[src/debug_regs_pkg.sv]
// constants and types shared by the debug register bank
package debug_regs_pkg;

  // peripheral space: module number and register index
  localparam int unsigned    MODULE_COUNT   = 6;
  localparam logic [2:0]     MODULE_LAST    = 3'h5;
  localparam logic [2:0]     BANK_MODULE    = 3'h2;
  localparam logic [4:0]     INDEX_LAST     = 5'h1F;
  localparam int unsigned    INDEX_LSB      = 2;
  localparam int unsigned    INDEX_MSB      = 6;
  localparam int unsigned    MODULE_LSB     = 7;
  localparam int unsigned    MODULE_MSB     = 9;
  localparam int unsigned    ADDR_WIDTH     = 32;
  localparam int unsigned    DATA_WIDTH     = 32;

  // register indices; byte address is (module * 32 + index) * 4
  localparam logic [4:0]     IDX_SCRATCH_ZERO = 5'h18;
  localparam logic [4:0]     IDX_SCRATCH_ONE  = 5'h19;
  localparam logic [4:0]     IDX_CONTROL      = 5'h1A;
  localparam logic [4:0]     IDX_RESET_STATUS = 5'h1B;

  // field layout of debug_control
  localparam int unsigned    CTRL_BREAK_EN_BIT  = 7;
  localparam int unsigned    CTRL_REG_BREAK_BIT = 5;
  localparam int unsigned    CTRL_CMD_MSB       = 3;
  localparam int unsigned    CTRL_CMD_LSB       = 0;
  localparam logic [7:0]     CTRL_WRITE_MASK    = 8'hAF;

  // field layout of reset_status
  localparam int unsigned    RSTAT_POR_BIT      = 0;

  // values after reset
  localparam logic [15:0]    SCRATCH_RESET  = 16'h0000;
  localparam logic [7:0]     CONTROL_RESET  = 8'h00;
  localparam logic           POR_SEEN_RESET = 1'b1;

  // debug engine state codes
  localparam logic [1:0]     CODE_NON_DEBUG  = 2'h0;
  localparam logic [1:0]     CODE_DEBUG_IDLE = 2'h1;
  localparam logic [1:0]     CODE_DEBUG_BUSY = 2'h2;

  // bus answers
  localparam logic [1:0]     RESP_OKAY   = 2'h0;
  localparam logic [1:0]     RESP_DECERR = 2'h3;

  typedef enum logic [2:0] {
    ENG_OFF  = 3'h1,
    ENG_IDLE = 3'h2,
    ENG_BUSY = 3'h4
  } engine_state_t;

endpackage

[src/reg_access_if.sv]
// write path and stored values between bus front end and register store
interface reg_access_if;
  import debug_regs_pkg::*;

  logic        wr_en;
  logic [4:0]  wr_index;
  logic [31:0] wr_data;
  logic [3:0]  wr_strb;
  logic [15:0] scratch_zero;
  logic [15:0] scratch_one;
  logic [7:0]  control;

  modport store (
    input  wr_en,
    input  wr_index,
    input  wr_data,
    input  wr_strb,
    output scratch_zero,
    output scratch_one,
    output control
  );

  modport front (
    output wr_en,
    output wr_index,
    output wr_data,
    output wr_strb,
    input  scratch_zero,
    input  scratch_one,
    input  control
  );
endinterface

[src/debug_reg_store.sv]
// storage of the scratch and control registers
module debug_reg_store
  import debug_regs_pkg::*;
(
  // clock and combined reset
  input  wire logic clk,
  input  wire logic rst_n,
  // register access
  reg_access_if.store ra
);

  typedef struct packed {
    logic [15:0] scratch_zero;
    logic [15:0] scratch_one;
    logic [7:0]  control;
  } store_state_t;

  store_state_t s_q;
  store_state_t s_d;

  function automatic logic [15:0] merge16(input logic [15:0] old_v,
                                          input logic [31:0] data,
                                          input logic [3:0]  strb);
    logic [15:0] v;
    v = old_v;
    if (strb[0])
    begin
      v[7:0] = data[7:0];
    end
    if (strb[1])
    begin
      v[15:8] = data[15:8];
    end
    return v;
  endfunction

  always_comb
  begin
    s_d = s_q;
    if (ra.wr_en)
    begin
      case (ra.wr_index)
        IDX_SCRATCH_ZERO: s_d.scratch_zero = merge16(s_q.scratch_zero, ra.wr_data,
                                                     ra.wr_strb);
        IDX_SCRATCH_ONE:  s_d.scratch_one  = merge16(s_q.scratch_one, ra.wr_data,
                                                     ra.wr_strb);
        IDX_CONTROL:
        begin
          // reserved bits never store, so they read back zero
          if (ra.wr_strb[0])
          begin
            s_d.control = ra.wr_data[7:0] & CTRL_WRITE_MASK;
          end
        end
        default: s_d = s_q;
      endcase
    end
  end

  always_ff @(posedge clk or negedge rst_n)
  begin
    if (!rst_n)
    begin
      s_q.scratch_zero <= SCRATCH_RESET;
      s_q.scratch_one  <= SCRATCH_RESET;
      s_q.control      <= CONTROL_RESET;
    end
    else
    begin
      s_q <= s_d;
    end
  end

  assign ra.scratch_zero = s_q.scratch_zero;
  assign ra.scratch_one  = s_q.scratch_one;
  assign ra.control      = s_q.control;

endmodule // debug_reg_store

[src/debug_peripheral_registers.sv]
// in-circuit debug register bank with AXI4-Lite slave and engine state
//
// Design decision made here: the AXI4-Lite slave port.

// Function
// - registers sit in module 2 of a space of modules 0-5, indices 00h-1Fh
// - two 16-bit scratch registers at 18h, 19h, reset zero, privileged access
// - 8-bit control at 1Ah: bit7 break enable, bit5 reg break, bits3-0 command
// - control bits 6 and 4 read zero; other bits privileged-only writes
// - power-on-only bits survive standard reset, set only by power-on reset, cleared by a write of one
// - engine state reads 00b outside debug, 10b while running host command
module debug_peripheral_registers
  import debug_regs_pkg::*;
(
  // clock and resets
  input  wire logic        CLK,
  input  wire logic        RESET_N,
  input  wire logic        POR_N,
  // cpu context, same clock domain
  input  wire logic        BACKGROUND_MODE,
  input  wire logic        DEBUG_MODE,
  // debug engine command progress, same clock domain
  input  wire logic        HOST_CMD_START,
  input  wire logic        HOST_CMD_DONE,
  // AXI4-Lite write address
  input  wire logic        AWVALID,
  output logic             AWREADY,
  input  wire logic [31:0] AWADDR,
  input  wire logic [2:0]  AWPROT,
  // AXI4-Lite write data
  input  wire logic        WVALID,
  output logic             WREADY,
  input  wire logic [31:0] WDATA,
  input  wire logic [3:0]  WSTRB,
  // AXI4-Lite write response
  output logic             BVALID,
  input  wire logic        BREADY,
  output logic [1:0]       BRESP,
  // AXI4-Lite read address
  input  wire logic        ARVALID,
  output logic             ARREADY,
  input  wire logic [31:0] ARADDR,
  input  wire logic [2:0]  ARPROT,
  // AXI4-Lite read data
  output logic             RVALID,
  input  wire logic        RREADY,
  output logic [31:0]      RDATA,
  output logic [1:0]       RRESP,
  // control outputs to the breakpoint and command logic
  output logic             BREAKPOINT_EN,
  output logic             REGISTER_BREAK_EN,
  output logic [3:0]       HOST_COMMAND_CODE,
  output logic [1:0]       DEBUG_STATE
);

  typedef struct packed {
    logic          aw_held;
    logic [31:0]   aw_addr;
    logic          w_held;
    logic [31:0]   w_data;
    logic [3:0]    w_strb;
    logic          bvalid;
    logic [1:0]    bresp;
    logic          rvalid;
    logic [31:0]   rdata;
    logic [1:0]    rresp;
    engine_state_t eng;
    logic [1:0]    dbg_code;
  } front_state_t;

  front_state_t s_q;
  front_state_t s_d;
  logic         por_seen_q;
  logic         rst_n;
  logic         priv;
  logic         wr_fire;
  logic         wr_hit;
  logic         por_clear;

  reg_access_if ra ();

  // standard reset also follows power-on reset
  assign rst_n = RESET_N & POR_N;

  // background or debug context opens the special access
  assign priv = BACKGROUND_MODE | DEBUG_MODE;

  debug_reg_store u_store (
    .clk   (CLK),
    .rst_n (rst_n),
    .ra    (ra)
  );

  // hit for the address of a mapped register, else miss
  function automatic logic reg_hit(input logic [31:0] addr);
    logic [4:0] idx;
    logic       ok;
    idx = addr[INDEX_MSB:INDEX_LSB];
    // one aligned word per register; a byte offset inside it misses
    ok  = (addr[ADDR_WIDTH-1:MODULE_MSB+1] == '0) &&
          (addr[INDEX_LSB-1:0] == '0) &&
          (addr[MODULE_MSB:MODULE_LSB] == BANK_MODULE);
    return ok && ((idx == IDX_SCRATCH_ZERO) || (idx == IDX_SCRATCH_ONE) ||
                  (idx == IDX_CONTROL) || (idx == IDX_RESET_STATUS));
  endfunction

  // index bits only; module bits are checked by reg_hit
  function automatic logic [4:0] reg_index(input logic [31:0] addr);
    return addr[INDEX_MSB:INDEX_LSB];
  endfunction

  // engine state as the two-bit code the host sees
  function automatic logic [1:0] state_code(input engine_state_t e);
    logic [1:0] c;
    case (e)
      ENG_IDLE: c = CODE_DEBUG_IDLE;
      ENG_BUSY: c = CODE_DEBUG_BUSY;
      default:  c = CODE_NON_DEBUG;
    endcase
    return c;
  endfunction

  // read value of a register as the bus sees it
  function automatic logic [31:0] read_word(input logic [4:0]  idx,
                                            input logic        p,
                                            input logic [15:0] t0,
                                            input logic [15:0] t1,
                                            input logic [7:0]  ctl,
                                            input logic        por);
    logic [31:0] v;
    v = '0;
    case (idx)
      IDX_SCRATCH_ZERO:
      begin
        if (p)
        begin
          v[15:0] = t0;
        end
      end
      IDX_SCRATCH_ONE:
      begin
        if (p)
        begin
          v[15:0] = t1;
        end
      end
      IDX_CONTROL:      v[7:0] = ctl & CTRL_WRITE_MASK;
      IDX_RESET_STATUS: v[RSTAT_POR_BIT] = por;
      default:          v = '0;
    endcase
    return v;
  endfunction

  // one write per response; ready drops while a word is held
  assign AWREADY = !s_q.aw_held && !s_q.bvalid;
  assign WREADY  = !s_q.w_held && !s_q.bvalid;
  // one read in flight; no read buffer, so the next address waits
  assign ARREADY = !s_q.rvalid;

  // fires once both halves are held and the last answer was taken
  assign wr_fire = s_q.aw_held && s_q.w_held && !s_q.bvalid;
  assign wr_hit  = reg_hit(s_q.aw_addr);

  // scratch and control ignore writes outside the privileged context
  assign ra.wr_en    = wr_fire && wr_hit && priv &&
                       (reg_index(s_q.aw_addr) != IDX_RESET_STATUS);
  assign ra.wr_index = reg_index(s_q.aw_addr);
  assign ra.wr_data  = s_q.w_data;
  assign ra.wr_strb  = s_q.w_strb;

  // write-one-to-clear of the power-on flag, open in every context
  assign por_clear = wr_fire && wr_hit &&
                     (reg_index(s_q.aw_addr) == IDX_RESET_STATUS) &&
                     s_q.w_strb[0] && s_q.w_data[RSTAT_POR_BIT];

  always_comb
  begin
    s_d = s_q;
    if (AWVALID && AWREADY)
    begin
      s_d.aw_held = 1'b1;
      s_d.aw_addr = AWADDR;
    end
    if (WVALID && WREADY)
    begin
      s_d.w_held = 1'b1;
      s_d.w_data = WDATA;
      s_d.w_strb = WSTRB;
    end
    if (wr_fire)
    begin
      s_d.aw_held = 1'b0;
      s_d.w_held  = 1'b0;
      s_d.bvalid  = 1'b1;
      s_d.bresp   = wr_hit ? RESP_OKAY : RESP_DECERR;
    end
    if (s_q.bvalid && BREADY)
    begin
      s_d.bvalid = 1'b0;
    end
    if (s_q.rvalid && RREADY)
    begin
      s_d.rvalid = 1'b0;
    end
    // read data captured at the address edge, so a later write cannot tear it
    if (ARVALID && ARREADY)
    begin
      s_d.rvalid = 1'b1;
      s_d.rresp  = reg_hit(ARADDR) ? RESP_OKAY : RESP_DECERR;
      s_d.rdata  = read_word(reg_index(ARADDR), priv, ra.scratch_zero,
                             ra.scratch_one, ra.control, por_seen_q);
      if (!reg_hit(ARADDR))
      begin
        s_d.rdata = '0;
      end
    end
    // engine state follows debug mode and host commands
    case (s_q.eng)
      ENG_OFF:
      begin
        if (DEBUG_MODE)
        begin
          s_d.eng = HOST_CMD_START ? ENG_BUSY : ENG_IDLE;
        end
      end
      ENG_IDLE:
      begin
        if (!DEBUG_MODE)
        begin
          s_d.eng = ENG_OFF;
        end
        else if (HOST_CMD_START)
        begin
          s_d.eng = ENG_BUSY;
        end
      end
      ENG_BUSY:
      begin
        // a command such as return leaves debug mode directly
        if (!DEBUG_MODE)
        begin
          s_d.eng = ENG_OFF;
        end
        else if (HOST_CMD_DONE)
        begin
          s_d.eng = ENG_IDLE;
        end
      end
      // a broken one-hot code falls back to off
      default: s_d.eng = ENG_OFF;
    endcase
    // code comes from a flop so the host never sees a decode glitch
    s_d.dbg_code = state_code(s_d.eng);
  end

  always_ff @(posedge CLK or negedge rst_n)
  begin
    if (!rst_n)
    begin
      s_q.aw_held <= 1'b0;
      s_q.aw_addr <= 32'h0000_0000;
      s_q.w_held  <= 1'b0;
      s_q.w_data  <= 32'h0000_0000;
      s_q.w_strb  <= 4'h0;
      s_q.bvalid  <= 1'b0;
      s_q.bresp   <= RESP_OKAY;
      s_q.rvalid  <= 1'b0;
      s_q.rdata   <= 32'h0000_0000;
      s_q.rresp   <= RESP_OKAY;
      s_q.eng     <= ENG_OFF;
      s_q.dbg_code <= CODE_NON_DEBUG;
    end
    else
    begin
      s_q <= s_d;
    end
  end

  // kept apart: of the two resets, only power-on reset may touch this flag
  always_ff @(posedge CLK or negedge POR_N)
  begin
    if (!POR_N)
    begin
      por_seen_q <= POR_SEEN_RESET;
    end
    else if (por_clear)
    begin
      por_seen_q <= 1'b0;
    end
  end

  // bus answers straight from the registered state
  assign BVALID = s_q.bvalid;
  assign BRESP  = s_q.bresp;
  assign RVALID = s_q.rvalid;
  assign RDATA  = s_q.rdata;
  assign RRESP  = s_q.rresp;

  // control fields go straight out of the store flops
  assign BREAKPOINT_EN     = ra.control[CTRL_BREAK_EN_BIT];
  assign REGISTER_BREAK_EN = ra.control[CTRL_REG_BREAK_BIT];
  assign HOST_COMMAND_CODE = ra.control[CTRL_CMD_MSB:CTRL_CMD_LSB];

  assign DEBUG_STATE = s_q.dbg_code;

endmodule // debug_peripheral_registers

[config.mk]
export PLATFORM = sky130hd
export DESIGN_NAME = debug_peripheral_registers
export DESIGN_NICKNAME = d
export VERILOG_FILES = /design/src/debug_regs_pkg.sv /design/src/reg_access_if.sv /design/src/debug_reg_store.sv /design/src/debug_peripheral_registers.sv
export SDC_FILE = /design/constraint.sdc
export NUM_CORES = 1
export LEC_CHECK = 0
export ABC_CLOCK_PERIOD_IN_PS = 5200
export BUFFER_PORTS_ARGS = -buffer_cell sky130_fd_sc_hd__buf_2
export CELL_PAD_IN_SITES_DETAIL_PLACEMENT = 1
export CELL_PAD_IN_SITES_GLOBAL_PLACEMENT = 2
export CORE_ASPECT_RATIO = 1.25
export CORE_MARGIN = 2
export CORE_UTILIZATION = 30
export CTS_CLUSTER_DIAMETER = 60
export CTS_CLUSTER_SIZE = 8
export DETAILED_ROUTE_END_ITERATION = 8
export PLACE_DENSITY = 0.79
export SETUP_SLACK_MARGIN = 0.05
export SLEW_MARGIN = 0
export SYNTH_ARGS = -nofsm -noshare
export SYNTH_HDL_FRONTEND = slang
export SYNTH_SLANG_ARGS = --single-unit
[constraint.sdc]
create_clock -name CLK -period 5.2 [get_ports CLK]
set_input_delay 0.26 -clock CLK [delete_from_list [all_inputs] [get_ports CLK]]
set_output_delay 0.26 -clock CLK [all_outputs]
set_load 0.01 [all_outputs]
After elaboration in Yosys (flattened, before gate mapping)

Index checks and enable logic that the tools add are counted.

Equality and inequality tests: 16
Muxes and demuxes: 24
Bitwise operators: 2
Reduce and logical (&&, ||, !) cells: 44

Operators with widths:

| kind               | number |
|---|---|
| $mux 16            | 3 |
| $logic_not 22->1   | 2 |
| $eq 5x5->1 const B | 8 |
| $mux 37            | 1 |
| $mux 35            | 1 |
| $mux 33            | 1 |
| $logic_and 1x1->1  | 21 |
| $mux 3             | 7 |
| $pmux 7 s3         | 1 |
| $pmux 8 s2         | 1 |
| $reduce_and 3->1   | 5 |
| $eq 3x2->1 const B | 4 |
| $pmux 3 s3         | 1 |
| $reduce_bool 2->1  | 4 |
| $eq 3x3->1 const B | 2 |
| $logic_or 1x1->1   | 6 |
| $ne 5x5->1 const B | 1 |
| $logic_not 1->1    | 4 |
| $logic_not 2->1    | 2 |
| $mux 1             | 4 |
| $mux 2             | 2 |
| $pmux 1 s4         | 1 |
| $pmux 2 s2         | 1 |
| $eq 3x1->1 const B | 1 |
| other kinds (2)    | 2 |

Register bits: 152
Input port bits: 118
Output and inout port bits: 49
Word-level logic and storage cells: 104

Depth between registers and ports, before layout

Depth after elaboration: 9
Gate-level depth with buffers: 5
Gate-level depth less buffers: 4

Hierarchy

Synthesis repeated with hierarchy kept, for this count alone.

Cells, all modules: 428
Area, all modules: 5,878.1 µm²

Modules (own cells, without submodules):

| module                     | times used | cells each | area an instance (µm²) | seq. area each (µm²) |
|---|---|---|---|---|
| debug_peripheral_registers | 1          | 338        | 4,324.1                | 2,404.8 |
| debug_reg_store            | 1          | 90         | 1,554.0                | 950.9 |

Worst setup path before layout

Ideal clock, no wire load.

Path kind: flip-flop to flip-flop
Start: reg s_q (netlist bit BVALID)
End: reg u_store.ra.scratch_one[1] (netlist name)
Library setup time: 0.125 ns
Data arrival time: 1.928 ns
Data required time: 5.075 ns
Path slack: 3.147 ns
Stages on the path, launching flop included: 6
Buffers on the path: 1
Clock period less this slack: 2.053 ns
Cell sequence: dfrtp_1 -> and3b_1 -> clkbuf_1 -> nand4b_1 -> nor4_4 -> mux2_2

Cells in the longest elaborated chain, start to end: 6

RTL lines:

| element                         | line                              | RTL |
|---|---|---|
| from (decl)                     | debug_peripheral_registers.sv:71  | `front_state_t s_q;` |
| $logic_not 1->1                 | debug_peripheral_registers.sv:161 | `assign wr_fire = s_q.aw_held && s_q.w_held && !s_q.bvalid;` |
| $logic_and 1x1->1               | debug_peripheral_registers.sv:161 |  |
| $logic_and 1x1->1 (3 in series) | debug_peripheral_registers.sv:165 | `assign ra.wr_en = wr_fire && wr_hit && priv &&` |
| $reduce_and 3->1 (no line)      | --                                |  |

No other way between the ends.
A chain may end at the register's enable or synchronous reset.

Final worst setup path

Start: reg s_q[97] (netlist bit)
End: reg u_store.ra.scratch_one[10] (netlist name)

Cells in the longest elaborated chain, start to end: 8

RTL lines:

| element                         | line                              | RTL |
|---|---|---|
| $logic_not 22->1                | debug_peripheral_registers.sv:100 | `ok = (addr[ADDR_WIDTH-1:MODULE_MSB+1] == '0) &&` |
| $logic_and 1x1->1               | debug_peripheral_registers.sv:100 |  |
| $logic_and 1x1->1               | debug_peripheral_registers.sv:101 | `(addr[INDEX_LSB-1:0] == '0) &&` |
| $logic_and 1x1->1               | debug_peripheral_registers.sv:103 | `return ok && ((idx == IDX_SCRATCH_ZERO) \|\| (idx == IDX_SCRATCH_ONE) \|\|` |
| $logic_and 1x1->1 (3 in series) | debug_peripheral_registers.sv:165 |  |
| $reduce_and 3->1 (no line)      | --                                |  |

No other way between the ends.

==> results.sh <==
export IMPL_maxCapViolations=0
export IMPL_drc_errors=0
export IMPL_maxSlewViolCount=0
export IMPL_skew_ns=0.00933
export IMPL_avgViaCountPerCell=4.64
export IMPL_rsz0062_at_grt="false"
export IMPL_fp_coreArea_um2=16800
export IMPL_max_slew_worst_pin_slew_ns=1.10
export IMPL_ir_worst_vdd_mv=0.314
export IMPL_cts_repair_resized=0
export IMPL_rr_worst_depth=4
export IMPL_async_flop_share=1.00
export IMPL_synth_top_area_share=0.552
export IMPL_grt_pass1_wl_um=19400
export IMPL_status="finished, final reports clean"
export IMPL_synthDistinctLibCells=40
export IMPL_place_gp_congestion=0.697
export IMPL_worst_r2r_startpoint="s_q[97]$_DFFE_PN0P_"
export IMPL_cts_tree="built"
export IMPL_synthTopCellsByArea="dfrtp_1 (55%), mux2_2 (20%), buf_4 (5.5%)"
export IMPL_grt_overflow=0
export IMPL_cp_arrival_ns=2.86
export IMPL_timing_critical_path_to="u_store.ra.scratch_one[10]$_DFFE_PN0P_"
export IMPL_io_pin_count=167
export IMPL_area_growth_pct=24.6
export IMPL_routed_wl_um=11900
export IMPL_clock_path_buffers=2
export IMPL_firstDrtPassIters=4
export IMPL_cp_end_kind="register"
export IMPL_diodes=0
export IMPL_antenna_found_initial=0
export IMPL_dpl_worst_slack_ns=2.45
export IMPL_die_x_um=121
export IMPL_final_layout_size_suffix_gt1_frac=0.543
export IMPL_hold_class="in -> reg"
export IMPL_cp_start_kind="register"
export IMPL_synthesis_area_um2=5160
export IMPL_synthCells=368
export IMPL_reg2reg_to="u_store.ra.scratch_one[10]$_DFFE_PN0P_"
export IMPL_slew_headroom=0.258
export IMPL_vias=3315
export IMPL_clk_pin_slew_ns=0.05
export IMPL_htree_levels=4
export IMPL_fin_tns_setup_ns=0
export IMPL_num_rows=53
export IMPL_worstSkewPairLatency_ns=0.40
export IMPL_nets=599
export IMPL_grt_pass1_vias=3773
export IMPL_antenna_left=0
export IMPL_synth_seq_area_share=0.563
export IMPL_fmax_mhz=388
export IMPL_synth_most_common_cell="dfrtp_1"
export IMPL_period_needed_ns=2.57
export IMPL_ys_flop_type="dfrtp_1"
export IMPL_leakagePower_nw=3.16
export IMPL_numCtsBuffers=17
export IMPL_yosys_warnings=0
export IMPL_grt_max_degree=79
export IMPL_avgSynthCellArea_um2=14.0
export IMPL_crit_path_max_fanout=8
export IMPL_yosys_top_cells_count="dfrtp_1 (114), mux2_2 (93), buf_4 (38)"
export IMPL_die_y_um=151
export IMPL_cts_sinks=116
export IMPL_detail_route_iter0_violations=100
export IMPL_ys_seq_elements=116
export IMPL_crit_start="s_q[97]$_DFFE_PN0P_"
export IMPL_synth_area_leader_cell="dfrtp_1"
export IMPL_worst_slack_ns=2.63
export IMPL_p_per_area_nw_per_um2=461
export IMPL_dp_hpwl_um=8630
export IMPL_period_share=0.495
export IMPL_critPathKind="reg -> reg"
export IMPL_dieArea_um2=18300
export IMPL_grt_util_all_layers=0.139
export IMPL_setup_viol=0
export IMPL_wl_per_cell_um=16.7
export IMPL_required_ns=5.48
export IMPL_rrSetupSlack_ns=2.63
export IMPL_start_util=0.307
export IMPL_synth_edff_count=0
export IMPL_finalHoldViolCount=0
export IMPL_cts_root_buffer_cell="clkbuf_16"
export IMPL_port_buffers=126
kinds of logic after synthesis:
family                    count (synthesis)  synth area share
DFF                                     116             0.563
muxes                                   105             0.228
and+or+nand+nor                          64             0.100
buffers and inverters                    54            0.0669
AOI/OAI and AO/OA                        27            0.0402
xor gates and xnor gates                  1           0.00170
other                                     1          0.000726
layer usage:
| metal | global-route usage | vias up | wire length [µm] |
|---|---|---|---|
| li1 | - | 1519 | - |
| met1 | 0.153 | 1669 | 4620 |
| met2 | 0.244 | 118 | 6140 |
| met3 | 0.0549 | 9 | 1050 |
| met4 | 0.0454 | 0 | 133 |
| met5 | 0 | - | 0 |
per-stage QoR:
stage | power, W | cell area [µm²] | utilization | hold WS, ns | std cells
6_report | 0.00297 | 6430 | 0.382 | 0.0250 | 714
5_1_grt | 0.00314 | 6430 | 0.382 | 0.00447 | 714
4_1_cts | 0.00302 | 6430 | 0.382 | 0.00661 | 714
3_5_place_dp | 0.00182 | 5810 | 0.345 | 0.240 | 681
3_3_place_gp | 0.00177 | 5810 | 0.345 | 0.229 | 681
2_1_floorplan | 0.00165 | 5220 | - | 0.112 | 383
state kept, by name, summed over array words and instances (netlist names):
register / count
RRESP: 1
RDATA: 16
ra.wr_data: 16
por_seen_q: 1
BVALID: 1
ra.wr_strb: 2
u_store.ra.control: 6
BRESP: 1
ra.wr_index: 5
u_store.ra.scratch_one: 16
RVALID: 1
s_q: 32
DEBUG_STATE: 2
u_store.ra.scratch_zero: 16
how the worst min path moves through the flow:
| stage | start | endpoint | slack (ns) | cells after the start |
|---|---|---|---|---|
| 6_report | BREADY | BVALID$_DFFE_PN0P_ | 0.02 | 2 |
| 5_1_grt | BREADY | BVALID$_DFFE_PN0P_ | 0.004 | 2 |
| 4_1_cts | BREADY | BVALID$_DFFE_PN0P_ | 0.007 | 2 |
| 3_5_place_dp | POR_N | por_seen_q$_DFFE_PN1P_ | 0.24 | 1 |
| 3_3_place_gp | POR_N | por_seen_q$_DFFE_PN1P_ | 0.23 | 1 |
| 2_1_floorplan | POR_N | por_seen_q$_DFFE_PN1P_ | 0.11 | 0 |
cell type report:
type	count	area [µm²]
clock buffers	19	453
clock inverters	13	158
fillers	1817	10400
inverters	4	15.0
multi-input cells	213	1970
flip-flops and latches	116	2910
well taps	220	275
repair buffers	129	656
repair_timing:
| item | 4_1_cts | 5_1_grt |
|---|---|---|
| endpoints found under the hold margin | 1 | 0 |
| hold buffers | 1 | 0 |
| setup buffers | 0 | 0 |
placed cells by master (no fill, tap or decap), drive strengths merged, types with 2 or more instances in the layout:
| cell | n |
|---|---|
| mux2 | 99 |
| inv | 4 |
| clkinvlp | 4 |
| nand4 | 4 |
| mux2i | 6 |
| a221o | 4 |
| conb | 16 |
| nor2b | 5 |
| o21ai | 3 |
| nand2b | 2 |
| nor4b | 7 |
| dfstp | 2 |
| buf | 128 |
| clkinv | 6 |
| nand2 | 5 |
| dfrtp | 114 |
| nor3 | 4 |
| a22o | 11 |
| a21oi | 5 |
| and2 | 4 |
| bufinv | 3 |
| nand4b | 2 |
| and3b | 2 |
| nor4 | 18 |
| clkbuf | 19 |
| nor2 | 7 |
critical path, stage by stage, from the launching register on:
cell,delay [ns]
dfrtp_1,0.38
nor4_1,0.62
nand3_1,0.37
nor4_4,0.66
mux2_2,0.42
where the power goes:
part | switching [W] | internal, W | leakage, nW
clock | 0.000404 | 0.000775 | 0.291
combinational | 0.000220 | 0.000286 | 1.36
sequential | 0.000154 | 0.00113 | 1.51
No activity file was read; power rests on OpenSTA's default activity.
